$ cat src/verilog/irq_front_sync.sv
// Overview of operation
// - an accepted non-maskable request is taken with vector type 2.
// - a rising edge on the non-maskable line is synchronized and latched.
// - a latched non-maskable request is taken only at an instruction boundary.
// - the non-maskable request has no mask; every latched edge is taken.
// - maskable request inputs are active high, as level or rising edge.
// - every maskable request input is synchronized before any logic uses it.
// - lines two and three can instead drive active-low acknowledge strobes.
// - each maskable line is edge- or level-triggered, set independently.
// - slave configuration changes the request pins away from direct inputs.
// - reset abandons activity, clears latches and configuration except vector base (8'h08), returns idle.
`timescale 1ns/1ps
package irq_front_pkg;
   localparam int NUM_LINES = 4;
   localparam int SYNC_WIDTH = 5;
   // register byte offsets
   localparam logic [7:0] OFS_CONFIG = 8'h00;
   localparam logic [7:0] OFS_ENABLE = 8'h04;
   localparam logic [7:0] OFS_PENDING = 8'h08;
   localparam logic [7:0] OFS_EVT_STATUS = 8'h0C;
   localparam logic [7:0] OFS_EVT_MASK = 8'h10;
   localparam logic [7:0] OFS_VECTOR_BASE = 8'h14;
   localparam logic [7:0] OFS_RAW = 8'h18;
   // config field positions
   localparam int CFG_LEVEL_LSB = 0;
   localparam int CFG_ACK_TWO = 4;
   localparam int CFG_ACK_THREE = 5;
   localparam int CFG_SLAVE = 6;
   localparam int CFG_WIDTH = 7;
   // event and pending layout: bit 0 non-maskable, bits 4:1 maskable lines
   localparam int EVT_WIDTH = 5;
   localparam int EVT_NMI = 0;
   localparam int EVT_LINE_LSB = 1;
   // reset values
   localparam logic [CFG_WIDTH-1:0] CONFIG_RESET = 7'h00;
   localparam logic [NUM_LINES-1:0] ENABLE_RESET = 4'h0;
   localparam logic [EVT_WIDTH-1:0] EVT_MASK_RESET = 5'h00;
   localparam logic [7:0] VECTOR_BASE_RESET = 8'h08;
   // vector of the non-maskable request
   localparam logic [7:0] NMI_VECTOR = 8'h02;
   // acknowledge strobe timing
   localparam int CLK_PERIOD_NS = 50;
   localparam int ACK_TIME_NS = 100;
   localparam int ACK_CYCLES_RAW = (ACK_TIME_NS + CLK_PERIOD_NS - 1) / CLK_PERIOD_NS;
   localparam int ACK_CYCLES = (ACK_CYCLES_RAW < 1) ? 1 : ACK_CYCLES_RAW;
   localparam int ACK_CNT_W = 4;
   localparam logic [ACK_CNT_W-1:0] ACK_LAST = ACK_CNT_W'(ACK_CYCLES - 1);
   localparam logic [ACK_CNT_W-1:0] ACK_ZERO = 4'h0;
   // ahb constants
   localparam logic [1:0] HTRANS_NONSEQ = 2'h2;
   localparam logic [31:0] RDATA_ZERO = 32'h0000_0000;
   typedef enum logic [1:0] {
      st_idle,
      st_ack,
      st_service
   } take_state_t;
endpackage : irq_front_pkg

// two-flop synchronizer for pin inputs
module pin_sync
   import irq_front_pkg::*;
(
   input wire logic hclk,
   input wire logic hresetn,
   input wire logic [SYNC_WIDTH-1:0] async_in,
   output logic [SYNC_WIDTH-1:0] sync_out
);
   logic [SYNC_WIDTH-1:0] meta;

   // first stage read only by the second stage
   always_ff @(posedge hclk or negedge hresetn) begin
      if (!hresetn) begin
         meta <= '0;
         sync_out <= '0;
      end else begin
         meta <= async_in;
         sync_out <= meta;
      end
   end
endmodule : pin_sync

$ cat src/verilog/interrupt_request_front_end.sv
`timescale 1ns/1ps
module interrupt_request_front_end
   import irq_front_pkg::*;
(
   input wire logic hclk,
   input wire logic hresetn,
   input wire logic hsel,
   input wire logic [31:0] haddr,
   input wire logic [1:0] htrans,
   input wire logic hwrite,
   input wire logic [2:0] hsize,
   input wire logic [31:0] hwdata,
   input wire logic hready,
   output logic [31:0] hrdata,
   output logic hreadyout,
   output logic hresp,
   input wire logic nmi_request,
   input wire logic maskable_request_zero,
   input wire logic maskable_request_one,
   input wire logic request_two_or_ack_zero_in,
   output logic request_two_or_ack_zero_out,
   output logic request_two_or_ack_zero_oe,
   input wire logic request_three_or_ack_one_in,
   output logic request_three_or_ack_one_out,
   output logic request_three_or_ack_one_oe,
   input wire logic instr_boundary,
   input wire logic end_of_service,
   output logic take_valid,
   output logic take_nmi,
   output logic [7:0] take_vector,
   output logic irq
);
   // software state
   logic [CFG_WIDTH-1:0] config_reg;
   logic [NUM_LINES-1:0] enable_reg;
   logic [EVT_WIDTH-1:0] evt_status;
   logic [EVT_WIDTH-1:0] evt_mask;
   logic [7:0] vector_base;
   // bus data phase
   logic dp_write;
   logic [7:0] dp_addr;
   // synchronized pins
   logic [SYNC_WIDTH-1:0] pins_raw;
   logic [SYNC_WIDTH-1:0] pins_sync;
   logic nmi_prev;
   logic nmi_latched;
   logic [NUM_LINES-1:0] line_prev;
   logic [NUM_LINES-1:0] edge_pending;
   logic [NUM_LINES-1:0] line_level;
   logic [NUM_LINES-1:0] line_is_input;
   logic [NUM_LINES-1:0] line_request;
   logic [NUM_LINES-1:0] line_rise;
   logic [NUM_LINES-1:0] take_onehot;
   // take sequencing
   take_state_t state;
   logic [ACK_CNT_W-1:0] ack_count;
   logic [1:0] service_line;
   logic take_nmi_now;
   logic take_mask_now;
   logic [1:0] win_line;
   logic line_win;
   logic ack_zero_active;
   logic ack_one_active;
   logic address_phase;
   logic wr_en;
   logic [EVT_WIDTH-1:0] evt_set;

   // lowest numbered requesting line wins among maskable lines
   function automatic logic [1:0] lowest_line(input logic [NUM_LINES-1:0] req);
      logic [1:0] idx;
      idx = 2'h0;
      for (int i = NUM_LINES - 1; i >= 0; i--) begin
         if (req[i]) begin
            idx = 2'(i);
         end
      end
      return idx;
   endfunction : lowest_line

   // register read decode
   function automatic logic [31:0] read_word(input logic [7:0] addr,
                                            input logic [CFG_WIDTH-1:0] cfg,
                                            input logic [NUM_LINES-1:0] en,
                                            input logic [EVT_WIDTH-1:0] pend,
                                            input logic [EVT_WIDTH-1:0] stat,
                                            input logic [EVT_WIDTH-1:0] msk,
                                            input logic [7:0] vbase,
                                            input logic [SYNC_WIDTH-1:0] raw);
      logic [31:0] word;
      word = RDATA_ZERO;
      case (addr)
         OFS_CONFIG: word[CFG_WIDTH-1:0] = cfg;
         OFS_ENABLE: word[NUM_LINES-1:0] = en;
         OFS_PENDING: word[EVT_WIDTH-1:0] = pend;
         OFS_EVT_STATUS: word[EVT_WIDTH-1:0] = stat;
         OFS_EVT_MASK: word[EVT_WIDTH-1:0] = msk;
         OFS_VECTOR_BASE: word[7:0] = vbase;
         OFS_RAW: word[SYNC_WIDTH-1:0] = raw;
         default: word = RDATA_ZERO;
      endcase
      return word;
   endfunction : read_word

   // all pins pass two flops; bit 0 is the non-maskable line
   assign pins_raw = {request_three_or_ack_one_in, request_two_or_ack_zero_in,
                      maskable_request_one, maskable_request_zero, nmi_request};

   pin_sync u_pin_sync (
      .hclk(hclk),
      .hresetn(hresetn),
      .async_in(pins_raw),
      .sync_out(pins_sync)
   );

   // slave mode removes lines one to three as direct inputs; ack mode removes two, three
   always_comb begin
      line_is_input = {NUM_LINES{1'b1}};
      if (config_reg[CFG_ACK_TWO]) begin
         line_is_input[2] = 1'b0;
      end
      if (config_reg[CFG_ACK_THREE]) begin
         line_is_input[3] = 1'b0;
      end
      if (config_reg[CFG_SLAVE]) begin
         line_is_input[3:1] = 3'h0;
      end
   end

   assign line_level = pins_sync[SYNC_WIDTH-1:1];
   assign line_rise = line_level & ~line_prev;

   // per line edge or level selection
   genvar g;
   generate
      for (g = 0; g < NUM_LINES; g++) begin : g_line
         assign line_request[g] = line_is_input[g] & enable_reg[g] &
                                  (config_reg[CFG_LEVEL_LSB + g] ? line_level[g]
                                                                 : edge_pending[g]);
      end
   endgenerate

   // edge capture of the non-maskable line
   always_ff @(posedge hclk or negedge hresetn) begin
      if (!hresetn) begin
         nmi_prev <= 1'b0;
         nmi_latched <= 1'b0;
      end else begin
         nmi_prev <= pins_sync[EVT_NMI];
         if (pins_sync[EVT_NMI] && !nmi_prev) begin
            nmi_latched <= 1'b1;
         end else if (take_nmi_now) begin
            nmi_latched <= 1'b0;
         end
      end
   end

   // edge capture of maskable lines, cleared when the line is taken
   always_ff @(posedge hclk or negedge hresetn) begin
      if (!hresetn) begin
         line_prev <= '0;
         edge_pending <= '0;
      end else begin
         line_prev <= line_level;
         edge_pending <= (edge_pending & ~take_onehot) |
                         (line_rise & line_is_input);
      end
   end

   // boundary decisions; the non-maskable request is never gated by software
   assign take_nmi_now = instr_boundary & nmi_latched;
   assign line_win = |line_request;
   assign win_line = lowest_line(line_request);
   assign take_mask_now = instr_boundary & ~nmi_latched & line_win &
                          (state == st_idle);
   assign take_onehot = take_mask_now ? (NUM_LINES'(1) << win_line) : '0;

   // take sequencer: idle, acknowledge strobe, in service
   always_ff @(posedge hclk or negedge hresetn) begin
      if (!hresetn) begin
         state <= st_idle;
         ack_count <= ACK_ZERO;
         service_line <= 2'h0;
      end else begin
         case (state)
            st_idle: begin
               if (take_mask_now) begin
                  service_line <= win_line;
                  ack_count <= ACK_ZERO;
                  if ((win_line == 2'h0 && config_reg[CFG_ACK_TWO]) ||
                      (win_line == 2'h1 && config_reg[CFG_ACK_THREE])) begin
                     state <= st_ack;
                  end else begin
                     state <= st_service;
                  end
               end
            end
            st_ack: begin
               if (ack_count == ACK_LAST) begin
                  state <= st_service;
               end else begin
                  ack_count <= ack_count + 4'h1;
               end
            end
            st_service: begin
               if (end_of_service) begin
                  state <= st_idle;
               end
            end
            default: state <= st_idle;
         endcase
      end
   end

   // take outputs to the core, one cycle after the boundary
   always_ff @(posedge hclk or negedge hresetn) begin
      if (!hresetn) begin
         take_valid <= 1'b0;
         take_nmi <= 1'b0;
         take_vector <= 8'h00;
      end else begin
         take_valid <= take_nmi_now | take_mask_now;
         take_nmi <= take_nmi_now;
         if (take_nmi_now) begin
            take_vector <= NMI_VECTOR;
         end else if (take_mask_now) begin
            take_vector <= vector_base + {6'h00, win_line};
         end
      end
   end

   // acknowledge strobes, active low while the strobe state runs
   assign ack_zero_active = (state == st_ack) && (service_line == 2'h0);
   assign ack_one_active = (state == st_ack) && (service_line == 2'h1);

   // pin drivers: ack outputs idle high; slave mode forwards line zero upward
   always_ff @(posedge hclk or negedge hresetn) begin
      if (!hresetn) begin
         request_two_or_ack_zero_out <= 1'b1;
         request_two_or_ack_zero_oe <= 1'b0;
         request_three_or_ack_one_out <= 1'b1;
         request_three_or_ack_one_oe <= 1'b0;
      end else begin
         request_two_or_ack_zero_oe <= config_reg[CFG_ACK_TWO];
         request_two_or_ack_zero_out <= ~ack_zero_active;
         if (config_reg[CFG_SLAVE]) begin
            request_three_or_ack_one_oe <= 1'b1;
            request_three_or_ack_one_out <= line_request[0];
         end else begin
            request_three_or_ack_one_oe <= config_reg[CFG_ACK_THREE];
            request_three_or_ack_one_out <= ~ack_one_active;
         end
      end
   end

   // ahb-lite address phase capture; zero wait states, always okay
   assign address_phase = hsel & hready & htrans[1];
   assign hreadyout = 1'b1;
   assign hresp = 1'b0;
   assign wr_en = dp_write & hready;

   always_ff @(posedge hclk or negedge hresetn) begin
      if (!hresetn) begin
         dp_write <= 1'b0;
         dp_addr <= 8'h00;
         hrdata <= RDATA_ZERO;
      end else begin
         dp_write <= address_phase & hwrite;
         if (address_phase) begin
            dp_addr <= haddr[7:0];
         end
         if (address_phase && !hwrite) begin
            hrdata <= (haddr[31:8] == 24'h000000) ?
                      read_word(haddr[7:0], config_reg, enable_reg,
                                {line_request, nmi_latched}, evt_status, evt_mask,
                                vector_base, pins_sync) : RDATA_ZERO;
         end
      end
   end

   // configuration registers
   always_ff @(posedge hclk or negedge hresetn) begin
      if (!hresetn) begin
         config_reg <= CONFIG_RESET;
         enable_reg <= ENABLE_RESET;
         evt_mask <= EVT_MASK_RESET;
         vector_base <= VECTOR_BASE_RESET;
      end else if (wr_en) begin
         case (dp_addr)
            OFS_CONFIG: config_reg <= hwdata[CFG_WIDTH-1:0];
            OFS_ENABLE: enable_reg <= hwdata[NUM_LINES-1:0];
            OFS_EVT_MASK: evt_mask <= hwdata[EVT_WIDTH-1:0];
            OFS_VECTOR_BASE: vector_base <= hwdata[7:0];
            default: ;
         endcase
      end
   end

   // sticky events, write one to clear; a new event wins over the clear
   assign evt_set = {line_rise & line_is_input,
                     pins_sync[EVT_NMI] & ~nmi_prev};

   always_ff @(posedge hclk or negedge hresetn) begin
      if (!hresetn) begin
         evt_status <= '0;
      end else if (wr_en && dp_addr == OFS_EVT_STATUS) begin
         evt_status <= (evt_status & ~hwdata[EVT_WIDTH-1:0]) | evt_set;
      end else begin
         evt_status <= evt_status | evt_set;
      end
   end

   // level interrupt while any unmasked event is set
   always_ff @(posedge hclk or negedge hresetn) begin
      if (!hresetn) begin
         irq <= 1'b0;
      end else begin
         irq <= |(evt_status & evt_mask);
      end
   end
endmodule : interrupt_request_front_end

$ cat config.mk
export PLATFORM = sky130hd
export DESIGN_NAME = interrupt_request_front_end
export DESIGN_NICKNAME = d
export VERILOG_FILES = /design/src/verilog/irq_front_sync.sv /design/src/verilog/interrupt_request_front_end.sv
export SDC_FILE = /design/constraint.sdc
export NUM_CORES = 1
export LEC_CHECK = 0
export ABC_CLOCK_PERIOD_IN_PS = 4900
export BUFFER_PORTS_ARGS = -buffer_cell sky130_fd_sc_hd__buf_2
export CORE_MARGIN = 10
export CORE_UTILIZATION = 45
export DETAILED_ROUTE_END_ITERATION = 12
export GPL_TIMING_DRIVEN = 0
export PLACE_DENSITY_LB_ADDON = 0.2
export SLEW_MARGIN = 20
export SYNTH_ARGS = -nofsm -noshare
export SYNTH_HDL_FRONTEND = slang
export SYNTH_HIERARCHICAL = 1
export SYNTH_SLANG_ARGS = --single-unit
$ cat constraint.sdc
create_clock -name hclk -period 4.9 [get_ports hclk]
set_input_delay 0.98 -clock hclk [delete_from_list [all_inputs] [get_ports hclk]]
set_output_delay 0.98 -clock hclk [all_outputs]
set_load 0.005 [all_outputs]
Yosys cells after proc, flatten, opt, wreduce, memory -nomap -nowiden

Cells that the tools add are included.

Bits in read-only memories: 0
Logic and storage cells: 139
Bits in writable memories: 0
Output and inout bits: 49
Bits in latches: 0
Memories: 0
Flip-flop bits (word level): 113

Magnitude comparators: 0
Shifts and indexed selects: 1
Multipliers: 0
Multiplexer cells: 32
Equal/unequal tests: 19
Reductions and logical operators: 28
Div/mod/pow operators: 0
Bitwise operators: 32
Add/sub/neg operators: 2

Operator list:

| cell               | count |
|---|---|
| $eq 8x5->1 const B | 5 |
| $pmux 4 s7         | 1 |
| $eq 8x4->1 const B | 3 |
| $logic_not 24->1   | 1 |
| $mux 8             | 3 |
| $and 1x1->1        | 16 |
| $eq 8x3->1 const B | 2 |
| $logic_not 8->1    | 2 |
| $mux 2             | 8 |
| $and 4x4->4        | 3 |
| $mux 4             | 3 |
| $mux 1             | 11 |
| $and 5x5->5        | 2 |
| $or 5x5->5         | 2 |
| $reduce_and 2->1   | 5 |
| $add 8x2->8        | 1 |
| $ne 2x2->1 const B | 4 |
| $not 4->4          | 2 |
| $pmux 4 s2         | 1 |
| $logic_and 1x1->1  | 7 |
| $eq 2x1->1 const B | 3 |
| $logic_not 2->1    | 3 |
| $pmux 1 s6         | 1 |
| $pmux 2 s3         | 1 |
| other kinds (17)   | 24 |

Longest topological paths before layout

Word-level depth: 14
Gate-level depth with buffers: 12
Gate-level depth less buffers: 11

Modules after synthesis

The synthesis kept the hierarchy.

Modules (own cells, without submodules):

| module                      | instances | seq. area each (um^2) | cells each | area an instance (um^2) |
|---|---|---|---|---|
| interrupt_request_front_end | 1         | 1980.6                | 353        | 3906.2 |
| pin_sync                    | 1         | 250.2                 | 10         | 250.2 |

Worst setup path after synthesis

OpenSTA, ideal clock, no wires.

Path type: in2reg
From: input port haddr[12]
To: register hrdata[0]
Arrival: 2.386 ns
Setup slack: 2.438 ns
Path buffers: 0
Cell stages on the path: 4
Required time: 4.824 ns
Cells stage by stage: or4_4 -> or4_1 -> a211o_1 -> o21ai_1

Word-level cells in the longest chain between the ends: 2

Ends and longest elaborated chain:

| element              | RTL line                           | RTL |
|---|---|---|
| from (decl)          | interrupt_request_front_end.sv:8   | `input wire logic [31:0] haddr,` |
| $logic_not 24->1     | interrupt_request_front_end.sv:272 | `hrdata <= (haddr[31:8] == 24'h000000) ?` |
| $mux 8               | interrupt_request_front_end.sv:272 |  |
| to (signal assigned) | interrupt_request_front_end.sv:272 |  |
| to (decl)            | interrupt_request_front_end.sv:14  | `output logic [31:0] hrdata,` |

Every way passes these cells.
A chain may end at the register's enable or synchronous reset.

Worst setup path after layout

From: register config_reg[6]
To: register take_vector[6]

Word-level cells in the longest chain between the ends: 10

Ends and longest elaborated chain:

| element                   | RTL line                           | RTL |
|---|---|---|
| from (decl)               | interrupt_request_front_end.sv:34  | `logic [CFG_WIDTH-1:0] config_reg;` |
| from (signal assigned)    | interrupt_request_front_end.sv:289 | `OFS_CONFIG: config_reg <= hwdata[CFG_WIDTH-1:0];` |
| $mux 3 (*)                | interrupt_request_front_end.sv:124 | `if (config_reg[CFG_SLAVE]) begin` |
| $and 1x1->1 (2 in series) | interrupt_request_front_end.sv:136 | `assign line_request[g] = line_is_input[g] & enable_reg[g] &` |
| $mux 2 (2 in series)      | interrupt_request_front_end.sv:73  | `if (req[i]) begin` |
| $mux 2 (*) (2 in series)  | interrupt_request_front_end.sv:73  |  |
| via win_line[0]           | interrupt_request_front_end.sv:60  | `logic [1:0] win_line;` |
| $add 8x2->8 (*)           | interrupt_request_front_end.sv:226 | `take_vector <= vector_base + {6'h00, win_line};` |
| $mux 8 (*)                | interrupt_request_front_end.sv:225 | `end else if (take_mask_now) begin` |
| $mux 8 (*)                | interrupt_request_front_end.sv:223 | `if (take_nmi_now) begin` |
| to (signal assigned)      | interrupt_request_front_end.sv:226 |  |
| to (decl)                 | interrupt_request_front_end.sv:30  | `output logic [7:0] take_vector,` |

Mark *: on every way through the listed nets, which the timed path passes. The rest lies on a longest branch. The select of a mux whose other input is x is not followed.

==> impl_metrics.env <==
export IMPL_htree_levels=3
export IMPL_antenna_found_initial=0
export IMPL_die_area_um2=13500
export IMPL_syn_to_final_growth_pct=19.1
export IMPL_ant_nets=0
export IMPL_num_antenna_cells=0
export IMPL_relSlewSlack_pct=55.9
export IMPL_cts_tree="done"
export IMPL_utilization_pct=54.4
export IMPL_synth_commonest_cells="86 x dfrtp_1, 28 x nand2_1, 26 x buf_4, 26 x mux2_1, 18 x nor2_1"
export IMPL_synth_edf_count=0
export IMPL_cap_violations=0
export IMPL_fin_skew_ns=0.0121
export IMPL_hold_end="u_pin_sync/sync_out[4]"
export IMPL_r2r_slack_ns=2.20
export IMPL_ctsHoldBuffers=0
export IMPL_cts_root_buf="clkbuf_8"
export IMPL_run_status="finished clean"
export IMPL_syn_area_um2=4160
export IMPL_numClockSinks=89
export IMPL_fin_crit_sh_pct=55.1
export IMPL_hold_viol_final=0
export IMPL_endpoint_kind="flop"
export IMPL_avgViaCountPerCell=5.20
export IMPL_fin_crit_ns=2.70
export IMPL_start_util_pct=45.6
export IMPL_p_leak_nw=2.43
export IMPL_ys_flop_type="dfrtp_1"
export IMPL_numCtsBuffers=9
export IMPL_grt_usage_pct=15.1
export IMPL_vias=3066
export IMPL_max_slew_worst_pin_slew_ns=0.660
export IMPL_grt_pass1_wl_mm=16.1
export IMPL_clock_latency_ns=0.36
export IMPL_cp_required_ns=5.19
export IMPL_io_pins=130
export IMPL_grt_ovfl_total=0
export IMPL_cp_max_fo=9
export IMPL_ys_ff_latch=89
export IMPL_wl_met2_mm=4.77
export IMPL_drt_pass1_iter_count=4
export IMPL_worstHoldPathCells=0
export IMPL_wl_mm=9.87
export IMPL_synth_seq_area_share_pct=53.7
export IMPL_met1_length_mm=4.30
export IMPL_synthCells=363
export IMPL_syn_avg_cell_area_um2=11.5
export IMPL_route_met3_wl_um=633
export IMPL_wl_per_cell_um=16.7
export IMPL_place_inst=574
export IMPL_tns_ns=0
export IMPL_drtIter0Drc=223
export IMPL_gp_congestion=0.920
export IMPL_arrival_ns=2.98
export IMPL_io_buffers=75
export IMPL_r2r_start="config_reg[6]"
export IMPL_cts_resized=0
export IMPL_synthTopCellsByArea="dfrtp_1 52%, mux2_1 7.0%, buf_4 4.7%"
export IMPL_crit_type="reg2reg"
export IMPL_grt_max_degree=49
export IMPL_clk_path_buf_depth=2
export IMPL_r2r_cells=12
export IMPL_hpwl_mm=7.74
export IMPL_hold_path_class="reg2reg"
export IMPL_postCtsSetupBuffers=0
export IMPL_maxSlewViolCount=0
export IMPL_die_h_um=116
export IMPL_clkSlewWorstSetupHoldPaths_ns=0.09
export IMPL_drc=0
export IMPL_rows=35
export IMPL_ir_worst_vdd_uv=153
export IMPL_nets=560
export IMPL_yosysTopAreaCellShare_pct=51.8
export IMPL_ys_warnings_count=6
export IMPL_cp_start_kind="flop"
export IMPL_highest_layer="met4"
export IMPL_design_core_area_um2=9110
export IMPL_power_density_nw_per_um2=295
export IMPL_drive_above_1_share_pct=28.4
export IMPL_ys_types=56
export IMPL_rsz0062_at_grt="false"
export IMPL_r2r_end="take_vector[6]"
export IMPL_die_width_um=116
export IMPL_synth_most_common_cell="dfrtp_1"
export IMPL_fmax_ghz=0.371
export IMPL_hp_start="u_pin_sync/meta[4]"
export IMPL_synth_largest_area_cell="dfrtp_1"
export IMPL_setup_violations=0
export IMPL_grt_pass1_vias=3222
export IMPL_layoutNonFillerInstCount=590
export IMPL_postSynth_asyncResetShare_pct=100
-- logic make-up (layout without fill, tap and decap cells) --
logic type      count (synthesis)  count (layout)  share of synthesized area, %
compound gates                 60              60                          9.84
xor+xnor                        8               8                          1.69
fa+ha+maj                       5               5                          1.69
buf+inv                        51             143                          7.01
flops                          89              89                          53.7
mux                            45              45                          12.8
other cells                     2              26                         0.181
simple gates                  103             103                          13.1
-- cell type report --
| class | count | area, µm² |
|---|---|---|
| Fill cell | 825 | 4160 |
| Sequential cell | 89 | 2230 |
| Multi-Input combinational cell | 247 | 1720 |
| Timing Repair Buffer | 76 | 405 |
| Buffer | 36 | 235 |
| Clock buffer | 15 | 156 |
| Tap cell | 111 | 139 |
| Inverter | 15 | 56.3 |
| Clock inverter | 1 | 5.00 |
-- report_power, final --
| group | leakage (nW) | internal, mW | switching [mW] | total (mW) |
|---|---|---|---|---|
| registers | 1.11 | 0.786 | 0.0459 | 0.831 |
| clock network | 0.0817 | 0.199 | 0.240 | 0.439 |
| logic | 1.23 | 0.0909 | 0.0981 | 0.189 |
| total | 2.43 | 1.08 | 0.384 | 1.46 |
-- layout by cell type (no fill, tap or decap), types with 6 or more instances in the layout --
cell	n
mux2_1	26
clkbuf_1	12
nor4_1	6
dfrtp_1	86
o21ai_1	15
nor2_1	18
a21oi_1	9
buf_2	76
conb_1	26
buf_4	27
mux2_2	10
mux2i_1	6
nand2_1	28
nand3_1	14
clkbuf_8	10
inv_1	12
-- worst max-delay path, cell delays in order, from the launching register on --
cell and delay (ns):
dfrtp_1 0.36, clkbuf_1 0.23, nor2_1 0.28, and3_1 0.27, a21oi_1 0.11, nor2_1 0.16, ha_1 0.19, inv_1 0.05
fa_1 0.39, nor2_1 0.20, nand3_1 0.12, xor2_1 0.15, o21ai_1 0.12
-- how the worst max path moves through the flow --
stage | start | endpoint | slack, ns | depth (start not counted)
finish | config_reg[6] | take_vector[6] | 2.20 | 12
global route | config_reg[6] | take_vector[6] | 1.94 | 12
CTS | config_reg[6] | take_vector[6] | 2.20 | 12
detailed placement | hready | config_reg[4] | 2.18 | 6
global placement | hresetn | dp_addr[0] | 2.05 | 1
floorplan | haddr[12] | hrdata[0] | 2.44 | 4
-- metrics by stage --
| stage | hold WS, ns | worst slack [ns] | power, mW | area, µm² |
|---|---|---|---|---|
| after detailed placement | 0.335 | 2.18 | 1.03 | 4790 |
| after floorplan | 0.331 | 2.44 | 0.953 | 4250 |
| after global placement | 0.333 | 2.05 | 1.02 | 4760 |
| final | 0.350 | 2.20 | 1.46 | 4950 |
| after CTS | 0.352 | 2.20 | 1.47 | 4950 |
| after global routing | 0.360 | 1.94 | 1.55 | 4950 |
-- layer usage --
| layer | up-vias | GRT usage (%) |
|---|---|---|
| met1 | 1490 | 18.6 |
| met2 | 80 | 25.6 |
| met5 | - | 0 |
| met3 | 15 | 3.90 |
| met4 | 0 | 4.50 |
| li1 | 1481 | - |
Note: power is estimated with default switching activity, not from simulation.
